===== config.mk =====
export PLATFORM = sky130hd
export DESIGN_NAME = bpsc_strap_loader
export DESIGN_NICKNAME = d
export VERILOG_FILES = /design/src/logic/bpsc_pkg.sv /design/src/logic/bpsc_strap_loader.sv
export SDC_FILE = /design/constraint.sdc
export NUM_CORES = 1
export LEC_CHECK = 0
export CAP_MARGIN = 30
export CORE_MARGIN = 3
export CORE_UTILIZATION = 30
export CTS_BUF_LIST = sky130_fd_sc_hd__clkbuf_2
export DETAILED_ROUTE_END_ITERATION = 10
export DONT_BUFFER_PORTS = 1
export PLACE_DENSITY_LB_ADDON = 0.2
export SLEW_MARGIN = 5
export SYNTH_ARGS = -nofsm -noshare
export SYNTH_HDL_FRONTEND = slang
export SYNTH_SLANG_ARGS = --single-unit

===== constraint.sdc =====
create_clock -name clk -period 2.4 [get_ports clk]
set_input_delay 0.24 -clock clk [delete_from_list [all_inputs] [get_ports clk]]
set_output_delay 0.24 -clock clk [all_outputs]
set_load 0.02 [all_outputs]

===== src/logic/bpsc_pkg.sv =====
// strap loader package: register map, field layout, modes, timing.
// assumes a 200 MHz core clock and 32-bit apb data.
//
// Overview of operation
// - rising local reset latches req64_n; high means 32-bit, low 64-bit.
// - in 32-bit mode upper pci byte enables, data, parity, ack driven always.
// - first local reset rise samples m66en and pci control lines for mode.
// - stop/trdy pattern picks pci or pci-x and its frequency range.
// - width and mode latch once; reopen only when both resets reasserted.
// - during power-up reset the vme transceiver enable stays negated.
// - strap bits: sysfail enable value, hold autoclear, auto slot, geographic.
// - vme data straps latch on rising edge of power-up reset.
// - strap pair decodes to disabled, geographic, auto slot, or ga fallback.
// - vme system reset loads csr enable, hold and sysfail enable values.
// - with auto slot and autoclear, hold bit clears 1 ms after reset.
// - sysfail output held while hold bit set; else software clears it.
// - software may write the hold bit except while vme or power-up reset is asserted.
// - geographic strap sets csr enable and base bits 7..3 from inverted ga.
// - vme system reset reloads csr enable and base bits from straps.
// - auto slot requests irq2 after reset, base zero until monarch programs.
// - sysfail output is hold bit or board fail gated by sysfail enable.
// - bit-clear write disables sysfail enable; bit-set write enables it.
package bpsc_pkg;
	localparam logic [7:0] OFS_STRAP_STATUS = 8'h00;
	localparam logic [7:0] OFS_VME_CONTROL = 8'h04;
	localparam logic [7:0] OFS_SYS_CSR = 8'h08;
	localparam logic [7:0] OFS_BIT_SET = 8'h0c;
	localparam logic [7:0] OFS_BIT_CLR = 8'h10;
	localparam logic [7:0] OFS_CSR_BASE = 8'h14;
	localparam int BIT_WIDTH32 = 0;
	localparam int BIT_MODE_LO = 1;
	localparam int BIT_STRAP_LO = 4;
	localparam int BIT_SLOT_LO = 8;
	localparam int BIT_OPEN = 10;
	localparam int BIT_HOLD = 0;
	localparam int BIT_IRQ2 = 1;
	localparam int BIT_SFEN = 0;
	localparam int BIT_BOARD_FAIL = 1;
	localparam int BIT_SFOUT = 2;
	localparam int BIT_BOARD_IN = 3;
	localparam int BIT_CSR_EN = 0;
	localparam int BIT_BASE_LO = 3;
	localparam int BIT_BASE_HI = 7;
	localparam int GA_W = 5;
	localparam int AUTOCLR_TIME_MS = 1;
	localparam int CLK_FREQ_HZ = 200_000_000;
	localparam int AUTOCLR_CYC = AUTOCLR_TIME_MS * (CLK_FREQ_HZ / 1000);
	typedef enum logic [2:0] {
		MODE_PCI33, MODE_PCI66, MODE_PCIX66, MODE_PCIX100, MODE_PCIX133,
		MODE_INVALID
	} bpsc_mode_t;
	typedef enum logic [1:0] {SLOT_OFF, SLOT_GEO, SLOT_AUTO} bpsc_slot_t;
	typedef struct packed {
		logic width32;
		bpsc_mode_t mode;
	} bpsc_pci_cfg_t;
	typedef struct packed {
		logic geographic_slot_id_enable;
		logic auto_slot_id_enable;
		logic autoslot_hold_autoclear;
		logic sysfail_enable_reset_value;
	} bpsc_strap_t;
endpackage : bpsc_pkg


===== src/logic/bpsc_strap_loader.sv =====
// power-up strap loader: pci width/mode, vme strap options, sysfail control.
// assumes all pin inputs synchronous to clk; resets arrive as active-low levels.
//
// Added by the designer: the register offsets and the APB slave port.
module bpsc_strap_loader #(
	parameter int unsigned AUTOCLR_CYCLES = bpsc_pkg::AUTOCLR_CYC
) (
	input wire logic clk,
	input wire logic srst,
	input wire logic clk_en,
	input wire logic local_bus_reset_in_n,
	input wire logic power_up_reset_in_n,
	input wire logic vme_system_reset_in_n,
	input wire logic req64_n,
	input wire logic m66en,
	input wire logic frame_n,
	input wire logic irdy_n,
	input wire logic trdy_n,
	input wire logic stop_n,
	input wire logic devsel_n,
	input wire logic [3:0] vme_data_strap_bits,
	input wire logic [bpsc_pkg::GA_W-1:0] ga_n,
	input wire logic board_fail_input_n,
	input wire logic [7:0] paddr,
	input wire logic psel,
	input wire logic penable,
	input wire logic pwrite,
	input wire logic [31:0] pwdata,
	output logic [31:0] prdata,
	output logic pready,
	output logic pslverr,
	output logic transceiver_output_enable_n,
	output logic upper_lane_drive_en,
	output bpsc_pkg::bpsc_pci_cfg_t pci_cfg,
	output logic csr_enable,
	output logic [bpsc_pkg::GA_W-1:0] csr_base_bits,
	output logic irq2_request,
	output logic sysfail_output
);
	localparam int TW = $clog2(AUTOCLR_CYCLES + 1);
	localparam logic [TW-1:0] TMR_LOAD = TW'(AUTOCLR_CYCLES);
	localparam logic [TW-1:0] TMR_ONE = TW'(1);

	logic lrst_d_reg;
	logic purst_d_reg;
	logic srst_d_reg;
	logic cfg_open_reg;
	bpsc_pkg::bpsc_pci_cfg_t pci_cfg_reg;
	bpsc_pkg::bpsc_strap_t strap_reg;
	logic csr_en_reg;
	logic [bpsc_pkg::GA_W-1:0] base_reg;
	logic hold_reg;
	logic sfen_reg;
	logic board_fail_bit_reg;
	logic irq2_reg;
	logic [TW-1:0] tmr_reg;
	logic [31:0] prdata_reg;

	// edge detection on the reset levels
	wire lrst_rise = local_bus_reset_in_n & ~lrst_d_reg;
	wire purst_rise = power_up_reset_in_n & ~purst_d_reg;
	wire vrst_active = ~vme_system_reset_in_n | ~power_up_reset_in_n;
	wire vrst_release = vme_system_reset_in_n & ~srst_d_reg;
	wire both_rst = ~power_up_reset_in_n & ~local_bus_reset_in_n;
	wire cfg_capture = lrst_rise & cfg_open_reg;

	// mode table; control lines other than stop/trdy must idle high
	wire ctl_idle = frame_n & irdy_n & devsel_n;
	bpsc_pkg::bpsc_mode_t mode_dec;
	assign mode_dec = !ctl_idle ? bpsc_pkg::MODE_INVALID :
		(stop_n && trdy_n) ?
			(m66en ? bpsc_pkg::MODE_PCI66 : bpsc_pkg::MODE_PCI33) :
		(stop_n && !trdy_n) ? bpsc_pkg::MODE_PCIX66 :
		(!stop_n && trdy_n) ? bpsc_pkg::MODE_PCIX100 :
		bpsc_pkg::MODE_PCIX133;
	bpsc_pkg::bpsc_pci_cfg_t pci_cfg_next;
	assign pci_cfg_next = '{width32: req64_n, mode: mode_dec};

	// slot decode; ga pins are active low, so all high means no slot
	wire ga_all_high = &ga_n;
	bpsc_pkg::bpsc_slot_t slot_mode;
	assign slot_mode =
		(!strap_reg.auto_slot_id_enable &&
			!strap_reg.geographic_slot_id_enable) ? bpsc_pkg::SLOT_OFF :
		!strap_reg.auto_slot_id_enable ? bpsc_pkg::SLOT_GEO :
		!strap_reg.geographic_slot_id_enable ? bpsc_pkg::SLOT_AUTO :
		ga_all_high ? bpsc_pkg::SLOT_AUTO : bpsc_pkg::SLOT_GEO;
	wire auto_sel = (slot_mode == bpsc_pkg::SLOT_AUTO);
	wire csr_en_rv = (slot_mode == bpsc_pkg::SLOT_GEO);
	wire [bpsc_pkg::GA_W-1:0] base_rv =
		strap_reg.geographic_slot_id_enable ? ~ga_n : '0;

	// apb decode
	wire setup = psel & ~penable;
	wire wr = psel & penable & pwrite;
	wire hit_stat = (paddr == bpsc_pkg::OFS_STRAP_STATUS);
	wire hit_ctrl = (paddr == bpsc_pkg::OFS_VME_CONTROL);
	wire hit_csr = (paddr == bpsc_pkg::OFS_SYS_CSR);
	wire hit_bset = (paddr == bpsc_pkg::OFS_BIT_SET);
	wire hit_bclr = (paddr == bpsc_pkg::OFS_BIT_CLR);
	wire hit_base = (paddr == bpsc_pkg::OFS_CSR_BASE);
	wire mapped = hit_stat | hit_ctrl | hit_csr | hit_bset | hit_bclr | hit_base;
	wire wr_ctrl = wr & hit_ctrl;
	wire wr_csr = wr & hit_csr;
	wire wr_base = wr & hit_base;
	wire sf_set = wr & hit_bset & pwdata[bpsc_pkg::BIT_SFEN];
	wire sf_clr = wr & hit_bclr & pwdata[bpsc_pkg::BIT_SFEN];
	wire board_fail = board_fail_bit_reg | ~board_fail_input_n;
	wire tmr_expire = (tmr_reg == TMR_ONE);

	logic [31:0] rd_word;
	always_comb begin
		rd_word = '0;
		if (hit_stat) begin
			rd_word[bpsc_pkg::BIT_WIDTH32] = pci_cfg_reg.width32;
			rd_word[bpsc_pkg::BIT_MODE_LO +: 3] = pci_cfg_reg.mode;
			rd_word[bpsc_pkg::BIT_STRAP_LO +: 4] = strap_reg;
			rd_word[bpsc_pkg::BIT_SLOT_LO +: 2] = slot_mode;
			rd_word[bpsc_pkg::BIT_OPEN] = cfg_open_reg;
		end else if (hit_ctrl) begin
			rd_word[bpsc_pkg::BIT_HOLD] = hold_reg;
			rd_word[bpsc_pkg::BIT_IRQ2] = irq2_reg;
		end else if (hit_csr) begin
			rd_word[bpsc_pkg::BIT_SFEN] = sfen_reg;
			rd_word[bpsc_pkg::BIT_BOARD_FAIL] = board_fail_bit_reg;
			rd_word[bpsc_pkg::BIT_SFOUT] = sysfail_output;
			rd_word[bpsc_pkg::BIT_BOARD_IN] = ~board_fail_input_n;
		end else if (hit_bset || hit_bclr) begin
			rd_word[bpsc_pkg::BIT_SFEN] = sfen_reg;
		end else if (hit_base) begin
			rd_word[bpsc_pkg::BIT_CSR_EN] = csr_en_reg;
			rd_word[bpsc_pkg::BIT_BASE_HI:bpsc_pkg::BIT_BASE_LO] = base_reg;
		end
	end

	// reset level history and pci capture window
	always_ff @(posedge clk) begin
		if (srst) begin
			lrst_d_reg <= 1'b0;
			purst_d_reg <= 1'b0;
			srst_d_reg <= 1'b0;
			cfg_open_reg <= 1'b1;
			pci_cfg_reg <= '{width32: 1'b0, mode: bpsc_pkg::MODE_PCI33};
		end else if (clk_en) begin
			lrst_d_reg <= local_bus_reset_in_n;
			purst_d_reg <= power_up_reset_in_n;
			srst_d_reg <= vme_system_reset_in_n;
			if (both_rst)
				cfg_open_reg <= 1'b1;
			else if (cfg_capture)
				cfg_open_reg <= 1'b0;
			if (cfg_capture)
				pci_cfg_reg <= pci_cfg_next;
		end
	end

	// vme straps, caught only at power-up reset release
	always_ff @(posedge clk) begin
		if (srst)
			strap_reg <= '0;
		else if (clk_en && purst_rise)
			strap_reg <= vme_data_strap_bits;
	end

	// csr base: reset value reloads while vme reset is asserted
	always_ff @(posedge clk) begin
		if (srst) begin
			csr_en_reg <= 1'b0;
			base_reg <= '0;
		end else if (clk_en) begin
			if (vrst_active) begin
				csr_en_reg <= csr_en_rv;
				base_reg <= base_rv;
			end else if (wr_base) begin
				csr_en_reg <= pwdata[bpsc_pkg::BIT_CSR_EN];
				base_reg <= pwdata[bpsc_pkg::BIT_BASE_HI:bpsc_pkg::BIT_BASE_LO];
			end
		end
	end

	// hold bit: reset load wins over software, timer clears it
	always_ff @(posedge clk) begin
		if (srst) begin
			hold_reg <= 1'b0;
			tmr_reg <= '0;
		end else if (clk_en) begin
			if (vrst_active) begin
				hold_reg <= auto_sel;
				tmr_reg <= '0;
			end else if (vrst_release && auto_sel &&
					strap_reg.autoslot_hold_autoclear) begin
				tmr_reg <= TMR_LOAD;
				if (wr_ctrl)
					hold_reg <= pwdata[bpsc_pkg::BIT_HOLD];
			end else begin
				if (tmr_reg != '0)
					tmr_reg <= tmr_reg - TMR_ONE;
				if (wr_ctrl)
					hold_reg <= pwdata[bpsc_pkg::BIT_HOLD];
				else if (tmr_expire)
					hold_reg <= 1'b0;
			end
		end
	end

	// sysfail enable and board fail bit
	always_ff @(posedge clk) begin
		if (srst) begin
			sfen_reg <= 1'b0;
			board_fail_bit_reg <= 1'b0;
		end else if (clk_en) begin
			if (vrst_active)
				sfen_reg <= strap_reg.sysfail_enable_reset_value;
			else if (sf_set)
				sfen_reg <= 1'b1;
			else if (sf_clr)
				sfen_reg <= 1'b0;
			else if (wr_csr)
				sfen_reg <= pwdata[bpsc_pkg::BIT_SFEN];
			if (wr_csr)
				board_fail_bit_reg <= pwdata[bpsc_pkg::BIT_BOARD_FAIL];
		end
	end

	// irq2 request until the monarch programs the base register
	always_ff @(posedge clk) begin
		if (srst)
			irq2_reg <= 1'b0;
		else if (clk_en) begin
			if (vrst_active)
				irq2_reg <= 1'b0;
			else if (vrst_release && auto_sel)
				irq2_reg <= 1'b1;
			else if (wr_base)
				irq2_reg <= 1'b0;
		end
	end

	// read data sampled in the setup cycle, stable through access
	always_ff @(posedge clk) begin
		if (srst)
			prdata_reg <= '0;
		else if (clk_en && setup)
			prdata_reg <= rd_word;
	end

	assign prdata = prdata_reg;
	// zero wait states; frozen clock means no transfer can complete
	assign pready = clk_en;
	assign pslverr = psel & penable & ~mapped;
	assign transceiver_output_enable_n = ~power_up_reset_in_n;
	assign upper_lane_drive_en = pci_cfg_reg.width32;
	assign pci_cfg = pci_cfg_reg;
	assign csr_enable = csr_en_reg;
	assign csr_base_bits = base_reg;
	assign irq2_request = irq2_reg;
	// hold forces sysfail so the monarch waits for slot assignment
	assign sysfail_output = hold_reg | (sfen_reg & board_fail);

	a_width_capture: assert property (@(posedge clk) disable iff (srst)
		clk_en && cfg_capture |=> pci_cfg.width32 == $past(req64_n))
		else $error("bus width not captured from req64_n");
	a_mode_capture: assert property (@(posedge clk) disable iff (srst)
		clk_en && cfg_capture |=> pci_cfg.mode == $past(mode_dec))
		else $error("bus mode not captured at local reset release");
	a_mode_once: assert property (@(posedge clk) disable iff (srst)
		!cfg_open_reg && !both_rst |=> $stable(pci_cfg))
		else $error("pci config changed while latch closed");
	a_xcvr_off: assert property (@(posedge clk) disable iff (srst)
		!power_up_reset_in_n |-> transceiver_output_enable_n)
		else $error("transceiver enabled during power-up reset");
	a_strap_latch: assert property (@(posedge clk) disable iff (srst)
		clk_en && purst_rise |=> strap_reg == $past(vme_data_strap_bits)
			##1 (!clk_en || purst_rise || $stable(strap_reg)))
		else $error("strap options not latched or not held");
	a_geo_load: assert property (@(posedge clk) disable iff (srst)
		clk_en && vrst_active && strap_reg.geographic_slot_id_enable
			&& !ga_all_high |=> csr_enable && csr_base_bits == ~$past(ga_n))
		else $error("geographic base not loaded from ga");
	a_hold_load: assert property (@(posedge clk) disable iff (srst)
		clk_en && vrst_active |=> hold_reg == $past(auto_sel)
			&& sfen_reg == $past(strap_reg.sysfail_enable_reset_value))
		else $error("reset values not loaded on vme reset");
	a_autoclr: assert property (@(posedge clk) disable iff (srst)
		clk_en && tmr_expire && !vrst_active && !wr_ctrl |=> !hold_reg)
		else $error("hold bit not auto cleared on timer expiry");
	a_hold_sysfail: assert property (@(posedge clk) disable iff (srst)
		hold_reg |-> sysfail_output)
		else $error("sysfail output negated while hold set");
	a_bit_clear: assert property (@(posedge clk) disable iff (srst)
		clk_en && sf_clr && !sf_set && !vrst_active |=> !sfen_reg
			##0 (hold_reg || !sysfail_output))
		else $error("bit clear did not disable sysfail");
	a_upper_drive: assert property (@(posedge clk) disable iff (srst)
		pci_cfg.width32 |-> upper_lane_drive_en)
		else $error("upper lanes not driven in 32-bit mode");
endmodule : bpsc_strap_loader


==> metrics.cfg <==
[run_status]
status = finished clean

[timing]
fin_crit_ns = 2.082
setup-violations-final = 0
worstMarginPinSlew_ns = 0.6904
hold_viol_final = 0
max-slew-margin-rel = 0.5382
rsz0062_at_grt = false
slew_viol_final = 0
finClkSkew_ns = 0.01855
fmax_mhz = 480.4
post-route-period-util = 0.8674
tns_ns = 0

[drt]
vias = 2730
drt_pre_antenna_iters = 4
drtIter0Drc = 118
finalWirelength_um = 8483
wire_per_inst_um = 16.34
drc = 0
via_per_inst = 5.260
ant_nets = 0

[floorplan]
die_height_um = 107.2
io_pins = 114
initial_core_util = 0.3115
rows = 36
die-area_um2 = 11490
die_w_um = 107.2
core_area_um2 = 9864

[critical_path]
critical_path.max_fanout = 14
worstSetupEndpointType = flop
startpoint = tmr_reg[0]
criticalPathCategory = flop to flop
worstPathRequired_ns = 2.80
worstRegToRegCells = 7
rr_endpoint = tmr_reg[12]
cp-start-kind = flop
r2r_start = tmr_reg[0]
arrival_ns = 2.48
crit_end = tmr_reg[12]
r2r_setup_slack_ns = 0.32

[logic_synthesis]
async_flop_share = 0
synth_area_um2 = 3073
synth-seq-cells = 51
ys.flop_type = dfxtp_1
avgSynthCellArea_um2 = 8.396
ys_types = 67
synth_edf_count = 0
netlist_instances = 366
yosysSeqAreaShare = 0.3322
synth_warnings = 0

[grt]
antenna_found_initial = 0
grt_pass1_wl_um = 14430
grt_use_total = 0.1536
grt_pass1_vias = 2831
grt-ovfl-total = 0
grt_start_max_net_pins = 45

[finish]
largest_reg_flops = 18
final_cell_area_um2 = 3397
finish.net_count = 456
n_antenna_cell = 0
layout-drive-gt1-share = 0.1010
synthToLayoutAreaGrowth_pct = 10.55

[place]
port_buffers = 0
dp_hpwl_um = 6079
placedInstanceArea_um2 = 3113
gp_congestion = 0.7934

[clocking]
cts-root-buf = clkbuf_2
tritoncts = built
cts_made_buffers = 5
clkSinkCount = 51
cts_max_level = 2
ctsResizeCount = 0
clkSlewWorstSetupHoldPaths_ns = 0.28
clk_path_buf_depth = 2
insertion_delay_ns = 0.45

[power_and_ir_drop]
vdd_drop_max_mv = 0.2004
finalPower_mw = 1.905
p_per_area_nw_per_um2 = 560.9
power_leakage_nw = 1.314

[worst_hold_path]
hp-class = input port to flop
holdPathStages = 3

[job]
maxCapViolations = 0

kinds of logic after synthesis:
kind of cell             after synthesis  share of synthesized area
other                                  1                   0.001220
adder cells (fa/ha/maj)                5                    0.02036
AND/OR/NAND/NOR                      129                     0.2349
flip-flops                            51                     0.3322
buffers and inverters                 63                     0.1246
AO/OA/AOI/OAI                        100                     0.2313
multiplexers                          17                    0.05537
synth_stat cells (3+ instances only):
library cell | number | share of area
a211o_1 | 4 | 0.011
a211oi_1 | 3 | 0.0073
a21oi_1 | 25 | 0.041
a221oi_1 | 5 | 0.014
a222oi_1 | 5 | 0.016
a22oi_1 | 3 | 0.0073
buf_4 | 27 | 0.066
clkbuf_1 | 11 | 0.013
clkbuf_8 | 3 | 0.013
dfxtp_1 | 51 | 0.33
ha_1 | 5 | 0.020
inv_1 | 19 | 0.023
mux2i_1 | 17 | 0.055
nand2_1 | 26 | 0.032
nand2b_1 | 4 | 0.0081
nand3_1 | 7 | 0.011
nand3b_1 | 6 | 0.015
nand4_1 | 5 | 0.010
nand4b_1 | 3 | 0.0086
nor2_1 | 38 | 0.046
nor3_1 | 9 | 0.015
o211ai_1 | 5 | 0.012
o21ai_0 | 14 | 0.023
o31ai_1 | 12 | 0.029
o41ai_1 | 3 | 0.0086
or4_1 | 8 | 0.020
critical path: stages (launching register included):
cell     delay (ns)
dfxtp_1        0.47
inv_1          0.09
ha_1           0.23
and4b_1        0.20
o211a_1        0.23
buf_12         0.19
or4_1          0.46
a21oi_1        0.16
routing by layer:
metal	share of wire	wire length [µm]	global-route usage	up-vias
met2	0.49	4182	0.2609	78
met1	0.43	3620	0.1871	1298
met5	0	0	0	-
met4	0.012	101	0.04658	0
li1	-	-	-	1344
met3	0.068	580	0.04455	10
timing repair:
action,in CTS,in global routing
hold buffers,23,0
hold endpoints to repair,45,0
buffers inserted,0,0
stage by stage:
| stage | setup WS [ns] | hold WS, ns | utilization | instances |
|---|---|---|---|---|
| 2_1_floorplan | 0.5110 | 0.3760 | - | 386 |
| 3_3_place_gp | 0.4133 | 0.3183 | 0.3156 | 488 |
| 3_5_place_dp | 0.3994 | 0.3186 | 0.3156 | 488 |
| 4_1_cts | 0.3093 | 0.001300 | 0.3444 | 519 |
| 5_1_grt | 0.1285 | 0.0005554 | 0.3444 | 519 |
| 6_report | 0.3183 | 0.02446 | 0.3444 | 519 |
power by group:
| part | internal, mW | switching [mW] | leakage (nW) |
|---|---|---|---|
| clock | 0.0731 | 0.298 | 0.0331 |
| combinational | 0.244 | 0.324 | 0.866 |
| sequential | 0.900 | 0.0655 | 0.415 |
how the worst min path moves through the flow:
| stage | from | endpoint | slack, ns |
|---|---|---|---|
| finish | ga_n[3] | csr_base_bits[3] | 0.02 |
| global route | clk_en | board_fail_bit_reg | 0.0006 |
| CTS | clk_en | board_fail_bit_reg | 0.001 |
| detailed placement | srst | hold_reg | 0.32 |
| global placement | srst | prdata[0] | 0.32 |
| floorplan | power_up_reset_in_n | irq2_request | 0.38 |
cell usage in the layout, fill, tap and decap left out, drive strengths merged, types with 3 or more instances in the layout:
| master | count |
|---|---|
| nand4 | 5 |
| or4 | 8 |
| a222oi | 5 |
| nor4 | 4 |
| nand2 | 26 |
| and2 | 3 |
| dlygate4sd3 | 22 |
| mux2i | 17 |
| a21oi | 25 |
| nand4b | 3 |
| conb | 21 |
| a211oi | 4 |
| a22oi | 3 |
| o41ai | 3 |
| nand3 | 8 |
| ha | 5 |
| a221oi | 6 |
| o21ai | 16 |
| a211o | 4 |
| nor3 | 10 |
| inv | 20 |
| nand3b | 6 |
| nand2b | 4 |
| clkbuf | 5 |
| o31ai | 12 |
| dfxtp | 51 |
| buf | 14 |
| nor2 | 39 |
| o211ai | 6 |
layout make-up:
type,count,area [µm²]
Timing Repair Buffer,36,350.3
Sequential cell,51,1021
Multi-Input combinational cell,272,1744
Inverter,19,71.32
Clock buffer,5,25.02
Clock inverter,3,18.77
Fill cell,1059,6467
Tap cell,133,166.4
Power figures use the tool's default switching activity.
